## src/design/tpmc_map.vh

```
// tpmc_map.vh: offsets, field positions and reset values of the channel pair control
// assumes: included by bare name from the design files
`ifndef TPMC_MAP_VH
`define TPMC_MAP_VH
`define TPMC_CTL0_ADDR 8'h18
`define TPMC_STAT_ADDR 8'h1C
`define TPMC_CTL0_RESET 32'h00000000
`define TPMC_CTL0_WMASK 32'hF000FBFB
`define TPMC_CH1_MS_HI 31
`define TPMC_CH0_MS_HI 30
`define TPMC_CH1_ADD_SEN 29
`define TPMC_CH0_ADD_SEN 28
`define TPMC_CH1_CLR_EN 15
`define TPMC_CH1_CTL_HI 14
`define TPMC_CH1_CTL_LO 12
`define TPMC_CH1_SEN 11
`define TPMC_CH1_MS_LO_HI 9
`define TPMC_CH1_MS_LO_LO 8
`define TPMC_CH0_CLR_EN 7
`define TPMC_CH0_CTL_HI 6
`define TPMC_CH0_CTL_LO 4
`define TPMC_CH0_SEN 3
`define TPMC_CH0_MS_LO_HI 1
`define TPMC_CH0_MS_LO_LO 0
`define TPMC_PROTECTION_LEVEL_LOCKED 2'h3
`define TPMC_MS_OUTPUT 3'h0
`define TPMC_MMSEL_SINGLE 2'h0
`define TPMC_OC_HOLD 3'h0
`define TPMC_OC_SET 3'h1
`define TPMC_OC_CLEAR 3'h2
`define TPMC_OC_TOGGLE 3'h3
`define TPMC_OC_LOW 3'h4
`define TPMC_OC_HIGH 3'h5
`define TPMC_OC_PWM0 3'h6
`define TPMC_OC_PWM1 3'h7
`define TPMC_RESP_OKAY 2'h0
`define TPMC_RESP_SLVERR 2'h2
`endif

```

## src/design/tpmc_ref_gen.v

```verilog
// tpmc_ref_gen.v: compare reference generator for one channel
// assumes: match, counter relation and clear inputs already in the aclk domain
`timescale 1ns/1ns
`default_nettype none
`include "tpmc_map.vh"
module tpmc_ref_gen
(
  input wire aclk,
  input wire aresetn,
  input wire enable,
  input wire [2:0] mode,
  input wire match,
  input wire below,
  input wire count_down,
  input wire clear_en,
  input wire clear_in,
  output reg ref_r
);
  reg ref_nxt;
  reg pwm_active;

  // reference behaviour per compare control code
  always @*
  begin
    pwm_active = count_down ? !(!below && !match) : below;
    ref_nxt = ref_r;
    case (mode)
      `TPMC_OC_HOLD: ref_nxt = ref_r;
      `TPMC_OC_SET: if (match) ref_nxt = 1'b1;
      `TPMC_OC_CLEAR: if (match) ref_nxt = 1'b0;
      `TPMC_OC_TOGGLE: if (match) ref_nxt = !ref_r;
      `TPMC_OC_LOW: ref_nxt = 1'b0;
      `TPMC_OC_HIGH: ref_nxt = 1'b1;
      `TPMC_OC_PWM0: ref_nxt = pwm_active;
      `TPMC_OC_PWM1: ref_nxt = !pwm_active;
      default: ref_nxt = ref_r;
    endcase
    if (!enable)
      ref_nxt = 1'b0;
    if (clear_en && clear_in)
      ref_nxt = 1'b0; // external clear wins
  end

  // reference register
  always @(posedge aclk)
  begin
    if (!aresetn)
      ref_r <= 1'b0;
    else
      ref_r <= ref_nxt;
  end
endmodule
`default_nettype wire

```

## src/design/tpmc_top.v

```verilog
// tpmc_top.v: channel pair control register with write locks and compare references
// assumes: AXI4-Lite master on aclk; pin inputs asynchronous, other inputs on aclk
// Contract
// - Each mode selector is three bits: bit 31 and 9:8 for channel 1, bit 30 top for channel 0.
// - Bit 28 makes channel 0's extra compare value load only at update events.
// - Bit 29 does the same for channel 1's extra compare value.
// - Bit 28 is write-locked while protection is 11 and channel 0 mode is output.
// - Channel 1 mode changes only while the channel and, in multi mode, its partner are off.
// - Channel 1 mode 000 output, 001 own input, 010 internal trigger, 100 multi input.
// - With bit 7 set, a high filtered external trigger clears channel 0's reference.
// - Channel 1 has clear enable 15, output control 14:12 and buffering 11 like channel 0.
// - Channel 0 output control 6:4 selects hold, set, clear, toggle, low, high, pwm0, pwm1.
// - Channel 0 mode low bits are 1:0; 000 is output, the rest pick an input.
// - Bit 3 makes channel 0's main compare value load only at update events.
`timescale 1ns/1ns
`default_nettype none
`include "tpmc_map.vh"
module tpmc_top
(
  input wire aclk,
  input wire aresetn,
  input wire [7:0] s_axi_awaddr,
  input wire s_axi_awvalid,
  output reg s_axi_awready,
  input wire [31:0] s_axi_wdata,
  input wire [3:0] s_axi_wstrb,
  input wire s_axi_wvalid,
  output reg s_axi_wready,
  output reg [1:0] s_axi_bresp,
  output reg s_axi_bvalid,
  input wire s_axi_bready,
  input wire [7:0] s_axi_araddr,
  input wire s_axi_arvalid,
  output reg s_axi_arready,
  output reg [31:0] s_axi_rdata,
  output reg [1:0] s_axi_rresp,
  output reg s_axi_rvalid,
  input wire s_axi_rready,
  input wire [1:0] protection_level,
  input wire [1:0] multi_ch1_mode_select,
  input wire ch1_output_enable,
  input wire multi_ch1_output_enable,
  input wire update_event,
  input wire [15:0] ch0_add_compare_wr,
  input wire [15:0] ch1_add_compare_wr,
  input wire [15:0] ch0_compare_wr,
  input wire [15:0] ch1_compare_wr,
  input wire filtered_external_trigger,
  input wire [1:0] ch_match,
  input wire [1:0] ch_below,
  input wire count_down,
  output reg [31:0] channel_pair_control_0,
  output reg [15:0] ch0_additional_compare_value,
  output reg [15:0] ch1_additional_compare_value,
  output reg [15:0] ch0_compare_value,
  output reg [15:0] ch1_compare_value,
  output reg ch0_compare_reference,
  output reg ch1_compare_reference
);
  reg [31:0] ctl_nxt;
  reg [31:0] wdata_r;
  reg [7:0] awaddr_r;
  reg aw_held_r;
  reg w_held_r;
  reg etr_meta_r;
  reg etr_sync_r;
  reg [3:0] s_axi_wstrb_r;
  reg [2:0] ch0_ms;
  reg [2:0] ch1_ms;
  wire do_write;
  wire ch0_out_lock;
  wire ch1_ms_lock;
  wire [1:0] ref_w;

  // both mode selectors gathered from their split bits
  always @*
  begin
    ch0_ms = {channel_pair_control_0[`TPMC_CH0_MS_HI],
      channel_pair_control_0[`TPMC_CH0_MS_LO_HI:`TPMC_CH0_MS_LO_LO]};
    ch1_ms = {channel_pair_control_0[`TPMC_CH1_MS_HI],
      channel_pair_control_0[`TPMC_CH1_MS_LO_HI:`TPMC_CH1_MS_LO_LO]};
  end

  // lock conditions
  assign ch0_out_lock = (protection_level == `TPMC_PROTECTION_LEVEL_LOCKED) &&
    (ch0_ms[2:0] == `TPMC_MS_OUTPUT);
  assign ch1_ms_lock = (multi_ch1_mode_select == `TPMC_MMSEL_SINGLE) ? ch1_output_enable :
    (ch1_output_enable || multi_ch1_output_enable);

  // write fires once address and data both held
  assign do_write = aw_held_r && w_held_r && !s_axi_bvalid;

  // merge write into register, locked fields kept
  always @*
  begin
    ctl_nxt = (channel_pair_control_0 & ~`TPMC_CTL0_WMASK) |
      (wdata_r & `TPMC_CTL0_WMASK);
    if (ch0_out_lock)
      ctl_nxt[`TPMC_CH0_ADD_SEN] = channel_pair_control_0[`TPMC_CH0_ADD_SEN];
    if (ch1_ms_lock)
    begin
      ctl_nxt[`TPMC_CH1_MS_HI] = channel_pair_control_0[`TPMC_CH1_MS_HI];
      ctl_nxt[`TPMC_CH1_MS_LO_HI:`TPMC_CH1_MS_LO_LO] =
        channel_pair_control_0[`TPMC_CH1_MS_LO_HI:`TPMC_CH1_MS_LO_LO];
    end
  end

  // axi4-lite write channel
  always @(posedge aclk)
  begin
    if (!aresetn)
    begin
      s_axi_awready <= 1'b1;
      s_axi_wready <= 1'b1;
      aw_held_r <= 1'b0;
      w_held_r <= 1'b0;
      awaddr_r <= 8'h00;
      wdata_r <= 32'h00000000;
      s_axi_bvalid <= 1'b0;
      s_axi_bresp <= `TPMC_RESP_OKAY;
      channel_pair_control_0 <= `TPMC_CTL0_RESET;
    end
    else
    begin
      if (s_axi_awvalid && s_axi_awready)
      begin
        awaddr_r <= s_axi_awaddr;
        aw_held_r <= 1'b1;
        s_axi_awready <= 1'b0;
      end
      if (s_axi_wvalid && s_axi_wready)
      begin
        wdata_r <= s_axi_wdata;
        w_held_r <= 1'b1;
        s_axi_wready <= 1'b0;
      end
      if (do_write)
      begin
        s_axi_bvalid <= 1'b1;
        s_axi_bresp <= `TPMC_RESP_OKAY;
        if ({awaddr_r[7:2], 2'b00} == `TPMC_CTL0_ADDR)
        begin
          if (s_axi_wstrb_r == 4'hF)
            channel_pair_control_0 <= ctl_nxt;
          else
            s_axi_bresp <= `TPMC_RESP_SLVERR;
        end
        else if ({awaddr_r[7:2], 2'b00} != `TPMC_STAT_ADDR)
          s_axi_bresp <= `TPMC_RESP_SLVERR;
      end
      if (s_axi_bvalid && s_axi_bready)
      begin
        s_axi_bvalid <= 1'b0;
        aw_held_r <= 1'b0;
        w_held_r <= 1'b0;
        s_axi_awready <= 1'b1;
        s_axi_wready <= 1'b1;
      end
    end
  end

  // byte strobes kept with the data
  always @(posedge aclk)
  begin
    if (!aresetn)
      s_axi_wstrb_r <= 4'h0;
    else if (s_axi_wvalid && s_axi_wready)
      s_axi_wstrb_r <= s_axi_wstrb;
  end

  // axi4-lite read channel; status word shows locks and references
  always @(posedge aclk)
  begin
    if (!aresetn)
    begin
      s_axi_arready <= 1'b1;
      s_axi_rvalid <= 1'b0;
      s_axi_rdata <= 32'h00000000;
      s_axi_rresp <= `TPMC_RESP_OKAY;
    end
    else if (s_axi_arvalid && s_axi_arready)
    begin
      s_axi_arready <= 1'b0;
      s_axi_rvalid <= 1'b1;
      s_axi_rresp <= `TPMC_RESP_OKAY;
      if ({s_axi_araddr[7:2], 2'b00} == `TPMC_CTL0_ADDR)
        s_axi_rdata <= channel_pair_control_0;
      else if ({s_axi_araddr[7:2], 2'b00} == `TPMC_STAT_ADDR)
        s_axi_rdata <= {28'h0000000, ch1_ms_lock, ch0_out_lock,
          ch1_compare_reference, ch0_compare_reference};
      else
      begin
        s_axi_rdata <= 32'h00000000;
        s_axi_rresp <= `TPMC_RESP_SLVERR;
      end
    end
    else if (s_axi_rvalid && s_axi_rready)
    begin
      s_axi_rvalid <= 1'b0;
      s_axi_arready <= 1'b1;
    end
  end

  // compare values: buffered loads wait for the update event
  always @(posedge aclk)
  begin
    if (!aresetn)
    begin
      ch0_additional_compare_value <= 16'h0000;
      ch1_additional_compare_value <= 16'h0000;
      ch0_compare_value <= 16'h0000;
      ch1_compare_value <= 16'h0000;
    end
    else
    begin
      if (!channel_pair_control_0[`TPMC_CH0_ADD_SEN] || update_event)
        ch0_additional_compare_value <= ch0_add_compare_wr;
      if (!channel_pair_control_0[`TPMC_CH1_ADD_SEN] || update_event)
        ch1_additional_compare_value <= ch1_add_compare_wr;
      if (!channel_pair_control_0[`TPMC_CH0_SEN] || update_event)
        ch0_compare_value <= ch0_compare_wr;
      if (!channel_pair_control_0[`TPMC_CH1_SEN] || update_event)
        ch1_compare_value <= ch1_compare_wr;
    end
  end

  // external trigger pin synchroniser
  always @(posedge aclk)
  begin
    if (!aresetn)
    begin
      etr_meta_r <= 1'b0;
      etr_sync_r <= 1'b0;
    end
    else
    begin
      etr_meta_r <= filtered_external_trigger;
      etr_sync_r <= etr_meta_r;
    end
  end

  // reference generators, only in output mode
  tpmc_ref_gen u_ref0
  (
    .aclk(aclk),
    .aresetn(aresetn),
    .enable(ch0_ms[2:0] == `TPMC_MS_OUTPUT),
    .mode(channel_pair_control_0[`TPMC_CH0_CTL_HI:`TPMC_CH0_CTL_LO]),
    .match(ch_match[0]),
    .below(ch_below[0]),
    .count_down(count_down),
    .clear_en(channel_pair_control_0[`TPMC_CH0_CLR_EN]),
    .clear_in(etr_sync_r),
    .ref_r(ref_w[0])
  );

  tpmc_ref_gen u_ref1
  (
    .aclk(aclk),
    .aresetn(aresetn),
    .enable(ch1_ms[2:0] == `TPMC_MS_OUTPUT),
    .mode(channel_pair_control_0[`TPMC_CH1_CTL_HI:`TPMC_CH1_CTL_LO]),
    .match(ch_match[1]),
    .below(ch_below[1]),
    .count_down(count_down),
    .clear_en(channel_pair_control_0[`TPMC_CH1_CLR_EN]),
    .clear_in(etr_sync_r),
    .ref_r(ref_w[1])
  );

  // registered reference outputs
  always @(posedge aclk)
  begin
    if (!aresetn)
    begin
      ch0_compare_reference <= 1'b0;
      ch1_compare_reference <= 1'b0;
    end
    else
    begin
      ch0_compare_reference <= ref_w[0];
      ch1_compare_reference <= ref_w[1];
    end
  end
endmodule
`default_nettype wire

```

## config.mk

```make
export PLATFORM = sky130hd
export DESIGN_NAME = tpmc_top
export DESIGN_NICKNAME = d
export VERILOG_FILES = /design/src/design/tpmc_ref_gen.v /design/src/design/tpmc_top.v
export VERILOG_INCLUDE_DIRS = /design/src /design/src/design
export SDC_FILE = /design/constraint.sdc
export NUM_CORES = 1
export LEC_CHECK = 0
export ABC_AREA = 1
export BUFFER_PORTS_ARGS = -buffer_cell sky130_fd_sc_hd__buf_2
export CELL_PAD_IN_SITES_DETAIL_PLACEMENT = 0
export CELL_PAD_IN_SITES_GLOBAL_PLACEMENT = 1
export CORE_UTILIZATION = 35
export CTS_BUF_LIST = sky130_fd_sc_hd__clkbuf_2 sky130_fd_sc_hd__clkbuf_4 sky130_fd_sc_hd__clkbuf_8
export CTS_CLUSTER_DIAMETER = 100
export DETAILED_ROUTE_END_ITERATION = 10
export PLACE_DENSITY_LB_ADDON = 0.1
export SLEW_MARGIN = 0
export SYNTH_ARGS = -nofsm -noshare
export SYNTH_HDL_FRONTEND = slang
export SYNTH_HIERARCHICAL = 1
export SYNTH_SLANG_ARGS = --single-unit
```

## constraint.sdc

```tcl
create_clock -name aclk -period 2.1 [get_ports aclk]
set_clock_uncertainty 0.05 [all_clocks]
set_input_delay 0 -clock aclk [delete_from_list [all_inputs] [get_ports aclk]]
set_output_delay 0 -clock aclk [all_outputs]
set_load 0.03 [all_outputs]
```

==> results.tsv, run 1 <==
stage	metric	value	unit
synth	synth top area cells	dfxtp_1, nor2_1, o21ai_0	
setup_path	Worst path most repeated cell	dlygate4sd3_1	
global_routing	Overall Global Routing Usage	19.69	%
floorplanning	core area	15430	sq um
setup_path	crit-path cells	dlygate4sd3_1 -> buf_2 -> nor2_1 -> dlygate4sd3_1 -> nand2_1 -> nor2_4 -> dlygate4sd3_1 -> nand2_1 -> a21oi_1	
synth	mapped cell area	5623	sq um
floorplanning	# rows	45	
floorplanning	Initial Utilization	36.45	%
synth	top-count cell post-synth	nor2_1	
synth	post-synthesis sequential area ratio	51.62	%
placement	Port Buffer Count	240	
synth	cell taking the most area after synthesis	dfxtp_1	
setup_path	worst path required time	2.42	ns
routing	Iter 0 DRT Violations	250	
routing	antenna-violating nets left	0	
global_routing	first-pass GRT wire length	25.57	mm
placement	Place WS	0.6231	ns
worst_hold_path	hold path depth	5	
clock_network	Reg clk slew, reported paths	0.08	ns
synth	YS warnings	6	
setup_path	r2r endpoint	awaddr_r[4]$_SDFFE_PN0P_	
worst_hold_path	Tightest Hold Check Type	in -> reg	
sta	RSZ-0062 raised after global routing	false	
sta	fin worst setup slack	0.09222	ns
clock_network	clock latency on the worst-skew pair	0.44	ns
sta	fmax	498.1	MHz
clock_network	clk buf depth	2	
global_routing	pin count of the biggest net entering global routing	73	
setup_path	CP Launch Type	input pin	
routing	detailed-route via count	5754	
synth	Post-synth EDFFs	0	
setup_path	WS Path Type	in -> reg	
clock_network	maximum level of the CTS H-tree	4	
sta	Fin. Hold Viols	0	
sta	Setup-failing EPs final	0	
placement	post-DP HPWL	10.62	mm
clock_network	CTS buffer count	17	
floorplanning	I/O Pins	275	
synth	#FFs+latches synth	145	
sta	Slew @ Worst Pin	0.5718	ns
power	Power Density	737.4	nW/um^2
sta	crit share post-route	95.61	%
floorplanning	die height	128.8	microns
placement	gpl congestion	0.7415	
clock_network	Clock Sinks	145	
synth	Cell variety after synth	24	
sta	Slew HR	61.84	%
sta	Final min period	2.008	ns
worst_hold_path	hold_sp	s_axi_awvalid	
power	Leakage	4.200	nW
synth	Most used DFF post-synth	dfxtp_1	
clock_network	root buffer cell	clkbuf_8	
routing	DR vias/cell	4.356	
synth	mean post-synth cell area	7.517	sq um
flow_run	max cap viols	0	
power	VDD IR max	0.4410	mV
setup_path	slowest stage delay, CP	0.58	ns
routing	DR DRC count	0	
setup_path	Worst setup EP type	register	
setup_path	worst r2r src	s_axi_awready$_SDFFE_PP1P_	
floorplanning	die area	16580	sq um
setup_path	slowest CP cell	dlygate4sd3_1	
setup_path	crit path DAT	2.33	ns
clock_network	CTS tree	built	
setup_path	r2r worst-path depth	5	
synth	ys async rst share	0	%
floorplanning	DIE WIDTH	128.8	microns
sta	Slew Limit Fails	0	
global_routing	grt total ovfl	0	
status	outcome	finished, final reports clean	
routing	Detailed Route WL	16.21	mm
global_routing	vias in the first global route	5390	
worst_hold_path	hold endpoint	awaddr_r[6]$_SDFFE_PN0P_	
global_routing	initial antenna violation count	2	
routing	First-pass DRT Iterations	6	
synth	synth cell count leaders	nor2_1, dfxtp_1, o21ai_0	
layout	share of cells above drive strength 1	26.53	%
synth	post-synthesis cell count	748	
layout	area grow syn2layout	52.23	%
layout	final net count	1231	
setup_path	worst-path fanout max	4	
synth	Yosys top cell area share	51.62	%
setup_path	flop2flop setup slack	0.13	ns
sta	setup TNS	0	ns
routing	Avg WL per Cell	12.27	microns
## critical path: cells and delay by family
kind            cells  cell delay, ns
compound gates      1            0.10
buf+inv             4            1.80
simple gates        4            0.43
## power by group
| part | switching (mW) | leakage [nW] | internal [mW] |
|---|---|---|---|
| combinational | 0.566 | 2.78 | 0.419 |
| sequential | 0.0657 | 1.20 | 2.90 |
| clock | 1.04 | 0.220 | 1.32 |
| total | 1.67 | 4.20 | 4.64 |
## per-layer routing
| layer | GRT usage, % | part of all wire [%] | wire length [microns] |
|---|---|---|---|
| met1 | 24.38 | 46 | 7394 |
| met4 | 5.606 | 1.0 | 165 |
| met2 | 32.08 | 45 | 7347 |
| met3 | 7.193 | 8.0 | 1300 |
| met5 | 0 | 0 | 0 |
## sequential cells by signal, summed over array words and instances, names as in the netlist, 4 cells and up
register / count
ch1_additional_compare_value: 16
awaddr_r: 6
ch1_compare_value: 16
channel_pair_control_0: 18
s_axi_rdata: 20
ch0_compare_value: 16
ch0_additional_compare_value: 16
s_axi_wstrb_r: 4
wdata_r: 18
## final cells by class
cell class / count / area (sq um)
Clock buffer: 22 / 302.8
Clock inverter: 10 / 130.1
Fill cell: 1552 / 6868
Multi-Input combinational cell: 505 / 2200
Sequential cell: 145 / 2903
Timing Repair Buffer: 376 / 2567
Inverter: 50 / 187.7
Tap cell: 211 / 264.0
Antenna cell: 2 / 5.005
## timing repair
action | in CTS | in global routing
endpoints found under the hold margin | 130 | 0
hold buffers | 127 | 0
resized for setup | 0 | 3
buffers inserted | 0 | 0
endpoints found under the setup margin | 0 | 3
## worst max path at each step
stage	startpoint	to	cells past startpoint
5_1_grt	s_axi_araddr[6]	s_axi_rdata[2]$_SDFFE_PN0P_	9
3_3_place_gp	awaddr_r[7]$_SDFFE_PN0P_	channel_pair_control_0[8]$_SDFFE_PN0P_	6
4_1_cts	s_axi_awready$_SDFFE_PP1P_	awaddr_r[3]$_SDFFE_PN0P_	5
2_1_floorplan	s_axi_arready$_SDFFE_PN1P_	s_axi_rdata[11]$_SDFFE_PN0P_	5
3_5_place_dp	awaddr_r[7]$_SDFFE_PN0P_	channel_pair_control_0[9]$_SDFFE_PN0P_	6
6_report	s_axi_araddr[6]	s_axi_rdata[2]$_SDFFE_PN0P_	9
## placed cells by master (no fill, tap or decap), drive strengths merged
cell type	instances
a21oi	50
buf	249
bufinv	3
clkbuf	22
clkinv	5
clkinvlp	2
conb	16
dfxtp	145
diode	2
dlygate4sd3	127
inv	50
nand2	98
nand3	17
nor2	212
nor3	1
o21ai	110
or2	1
## logic make-up after synthesis
logic type,share of synthesized area [%]
AOI/OAI and AO/OA,14.51
buffers and inverters,10.44
DFF,51.62
other,0.06669
and+or+nand+nor,23.36
## stage by stage
stage | cells | cell area, sq um | hold slack [ns] | total power, mW | util (%)
after floorplan | 763 | 5679 | 0.04763 | 3.563 | -
after global placement | 1160 | 6840 | 0.1408 | 3.821 | 44.34
after detailed placement | 1160 | 6840 | 0.1469 | 3.824 | 44.34
after CTS | 1319 | 8544 | 0.002868 | 6.380 | 55.39
after global routing | 1321 | 8559 | 0.06354 | 6.611 | 55.48
final | 1321 | 8559 | 0.04764 | 6.312 | 55.48
(Power assumes the default switching activity.)
==> inputs of run 2 (changes only) <==
--- a/config.mk
+++ b/config.mk
@@ -7,7 +7,7 @@
 export NUM_CORES = 1
 export LEC_CHECK = 0
 export ABC_AREA = 1
-export BUFFER_PORTS_ARGS = -buffer_cell sky130_fd_sc_hd__buf_2
+export BUFFER_PORTS_ARGS = -buffer_cell sky130_fd_sc_hd__buf_4
 export CELL_PAD_IN_SITES_DETAIL_PLACEMENT = 0
 export CELL_PAD_IN_SITES_GLOBAL_PLACEMENT = 1
 export CORE_UTILIZATION = 35
==> run 2 against run 1 <==
Net effect: flip-flop and latch count did not move; first-iteration DRC count rose by 12%; via count up 2.3%; count of clock-buffer cells in the layout is the same; register-to-register slack hardly changed; global-route usage grew 1.3 points; critical endpoint is now awaddr_r[4]$_SDFFE_PN0P_.
==> results.tsv, run 2 (synthesis results as in run 1) <==
stage	metric	value	unit	change
clock_network	CTS buffer count	17		unchanged
placement	placed inst area	7383	sq um	+7.9%
layout	final net count	1226		-0.41%
power	Clock power frac	35.3	%	-2.1 points
global_routing	first-pass GRT wire length	27.20	mm	+6.4%
placement	gpl congestion	0.7936		+7.0%
global_routing	pin count of the biggest net entering global routing	87		+19%
sta	Fin. Hold Viols	0		unchanged
layout	Largest register FFs	20		unchanged
sta	crit share post-route	94.40	%	-1.2 points
global_routing	initial antenna violation count	1		-1
setup_path	slowest stage delay, CP	0.57	ns	about the same
routing	First-pass DRT Iterations	4		-2
layout	final instance area	9061	sq um	+5.9%
clock_network	CTS tree	built		
setup_path	Worst setup EP type	register		
routing	Avg WL per Cell	13.00	microns	+6.0%
power	combinational fraction of design power	17.6	%	+2.0 points
global_routing	grt total ovfl	0		unchanged
sta	Setup-failing EPs final	0		unchanged
worst_hold_path	Tightest Hold Check Type	in -> reg		
setup_path	CP Launch Type	input pin		
routing	Iter 0 DRT Violations	279		+12%
clock_network	Clock Sinks	145		unchanged
layout	commonest non-fill, non-tap cell in the layout	buf_4		
status	outcome	finished, final reports clean		
setup_path	worst path required time	2.45	ns	+0.03 ns
routing	antenna-violating nets left	0		unchanged
layout	Top Registers	s_axi_rdata x20, channel_pair_control_0 x18, wdata_r x18		
sta	setup TNS	0	ns	unchanged
setup_path	worst-path fanout max	49		+45
clock_network	maximum level of the CTS H-tree	4		unchanged
clock_network	clk buf depth	2		unchanged
power	Power Density	696.7	nW/um^2	-5.5%
power	Psw	1.683	mW	+0.91%
sta	Final min period	1.982	ns	-0.02531 ns
floorplanning	die area	16580	sq um	unchanged
power	sequential group share of total power	47.1	%	about the same
setup_path	crit path DAT	2.33	ns	about the same
global_routing	vias in the first global route	5704		+5.8%
sta	fmax	504.4	MHz	+1.3%
floorplanning	Initial Utilization	36.45	%	unchanged
clock_network	clock latency on the worst-skew pair	0.45	ns	about the same
routing	DR DRC count	0		unchanged
global_routing	Overall Global Routing Usage	21.00	%	+1.3 points
sta	Slew HR	49.64	%	-12 points
setup_path	crit-path cells	dlygate4sd3_1 -> buf_4 -> buf_6 -> o21ai_0 -> dlygate4sd3_1 -> a21oi_1 -> dlygate4sd3_1		
sta	Slew Limit Fails	0		unchanged
routing	detailed-route via count	5889		+2.3%
placement	post-DP HPWL	11.21	mm	+5.6%
setup_path	slowest CP cell	dlygate4sd3_1		
routing	DR vias/cell	4.482		+2.9%
power	VDD IR max	0.5319	mV	+21%
sta	Slew @ Worst Pin	0.7553	ns	+0.1836 ns
setup_path	WS Path Type	in -> reg		
layout	share of cells above drive strength 1	26.13	%	-0.40 points
routing	Detailed Route WL	17.09	mm	+5.4%
power	internal power	4.630	mW	-0.31%
clock_network	Reg clk slew, reported paths	0.08	ns	about the same
power	Leakage	4.271	nW	+1.7%
setup_path	flop2flop setup slack	0.12	ns	about the same
floorplanning	# rows	45		unchanged
power	Switching Fraction	26.66	%	+0.24 points
floorplanning	core area	15430	sq um	unchanged
layout	area grow syn2layout	61.15	%	
floorplanning	I/O Pins	275		unchanged
layout	Reg with most FFs	s_axi_rdata		
floorplanning	die height	128.8	microns	unchanged
placement	Port Buffer Count	240		unchanged
flow_run	max cap viols	0		unchanged
floorplanning	DIE WIDTH	128.8	microns	unchanged
layout	most frequent cells in the layout	buf_4, nor2_1, dfxtp_1		
clock_network	root buffer cell	clkbuf_8		
setup_path	Worst path most repeated cell	dlygate4sd3_1		
==> run 2: changes by cell type in the layout (fill, tap and decap cells not counted), moves of 2 or more <==
| cell | delta |
|---|---|
| buf_12 | -2 |
| buf_2 | -239 |
| buf_4 | +236 |
| clkinv_2 | -2 |
| clkinvlp_4 | +2 |
==> run 2: what timing repair did <==
action                                  in CTS  in global routing
endpoints found under the setup margin       0                  2
endpoints found under the hold margin      126                  0
buffers inserted                             0                  0
gates resized for setup                      0                  3
hold buffers                               126                  0
==> run 2: worst paths after layout <==
check | cells past startpoint | startpoint | to
max reg2reg | 5 | s_axi_awready$_SDFFE_PP1P_ | awaddr_r[3]$_SDFFE_PN0P_
min reg2reg | 2 | etr_meta_r$_SDFF_PN0_ | etr_sync_r$_SDFF_PN0_
max | 7 | aresetn | awaddr_r[4]$_SDFFE_PN0P_
min | 5 | s_axi_awvalid | awaddr_r[6]$_SDFFE_PN0P_
==> run 2: final cells by class <==
cell class	instances	area, sq um
diodes	1	2.502
clock buffers	22	302.8
clock inverters	9	105.1
fillers	1408	6366
inverters	50	187.7
multi-input cells	505	2192
flip-flops and latches	145	2903
well taps	211	264.0
repair buffers	371	3104
==> run 2: metrics by stage <==
stage               cells  hold WS [ns]  setup WS (ns)  util (%)  power (mW)
detailed placement   1156        0.1649         0.4802     47.86       3.943
floorplan             763       0.04763         0.7586         -       3.563
global route         1314       0.06675     -0.0004428     58.73       6.625
CTS                  1313      0.009523        0.06776     58.68       6.385
global placement     1156        0.1591         0.5715     47.86       3.924
finish               1314       0.03635         0.1175     58.73       6.313
==> run 2: power by group through the flow <==
stage / logic (mW) / registers [mW] / clock network (mW)
2_1_floorplan: 0.339 / 3.22 / 0
3_3_place_gp: 0.896 / 3.03 / 0
3_5_place_dp: 0.909 / 3.03 / 0
4_1_cts: 1.10 / 2.97 / 2.31
5_1_grt: 1.20 / 2.99 / 2.43
6_report: 1.11 / 2.97 / 2.23
==> run 2: metal layers <==
metal | part of all wire [%] | GRT usage, % | vias to the layer above
li1 | - | - | 2996
met1 | 43 | 24.84 | 2658
met2 | 48 | 35.04 | 204
met3 | 6.8 | 7.110 | 31
met4 | 2.1 | 8.235 | 0
met5 | 0 | 0 | -
==> run 2: critical path: cells and delay by family <==
family / cells / cell delay (ns)
AO/OA/AOI/OAI: 2 / 0.24
buffers and inverters: 5 / 2.06
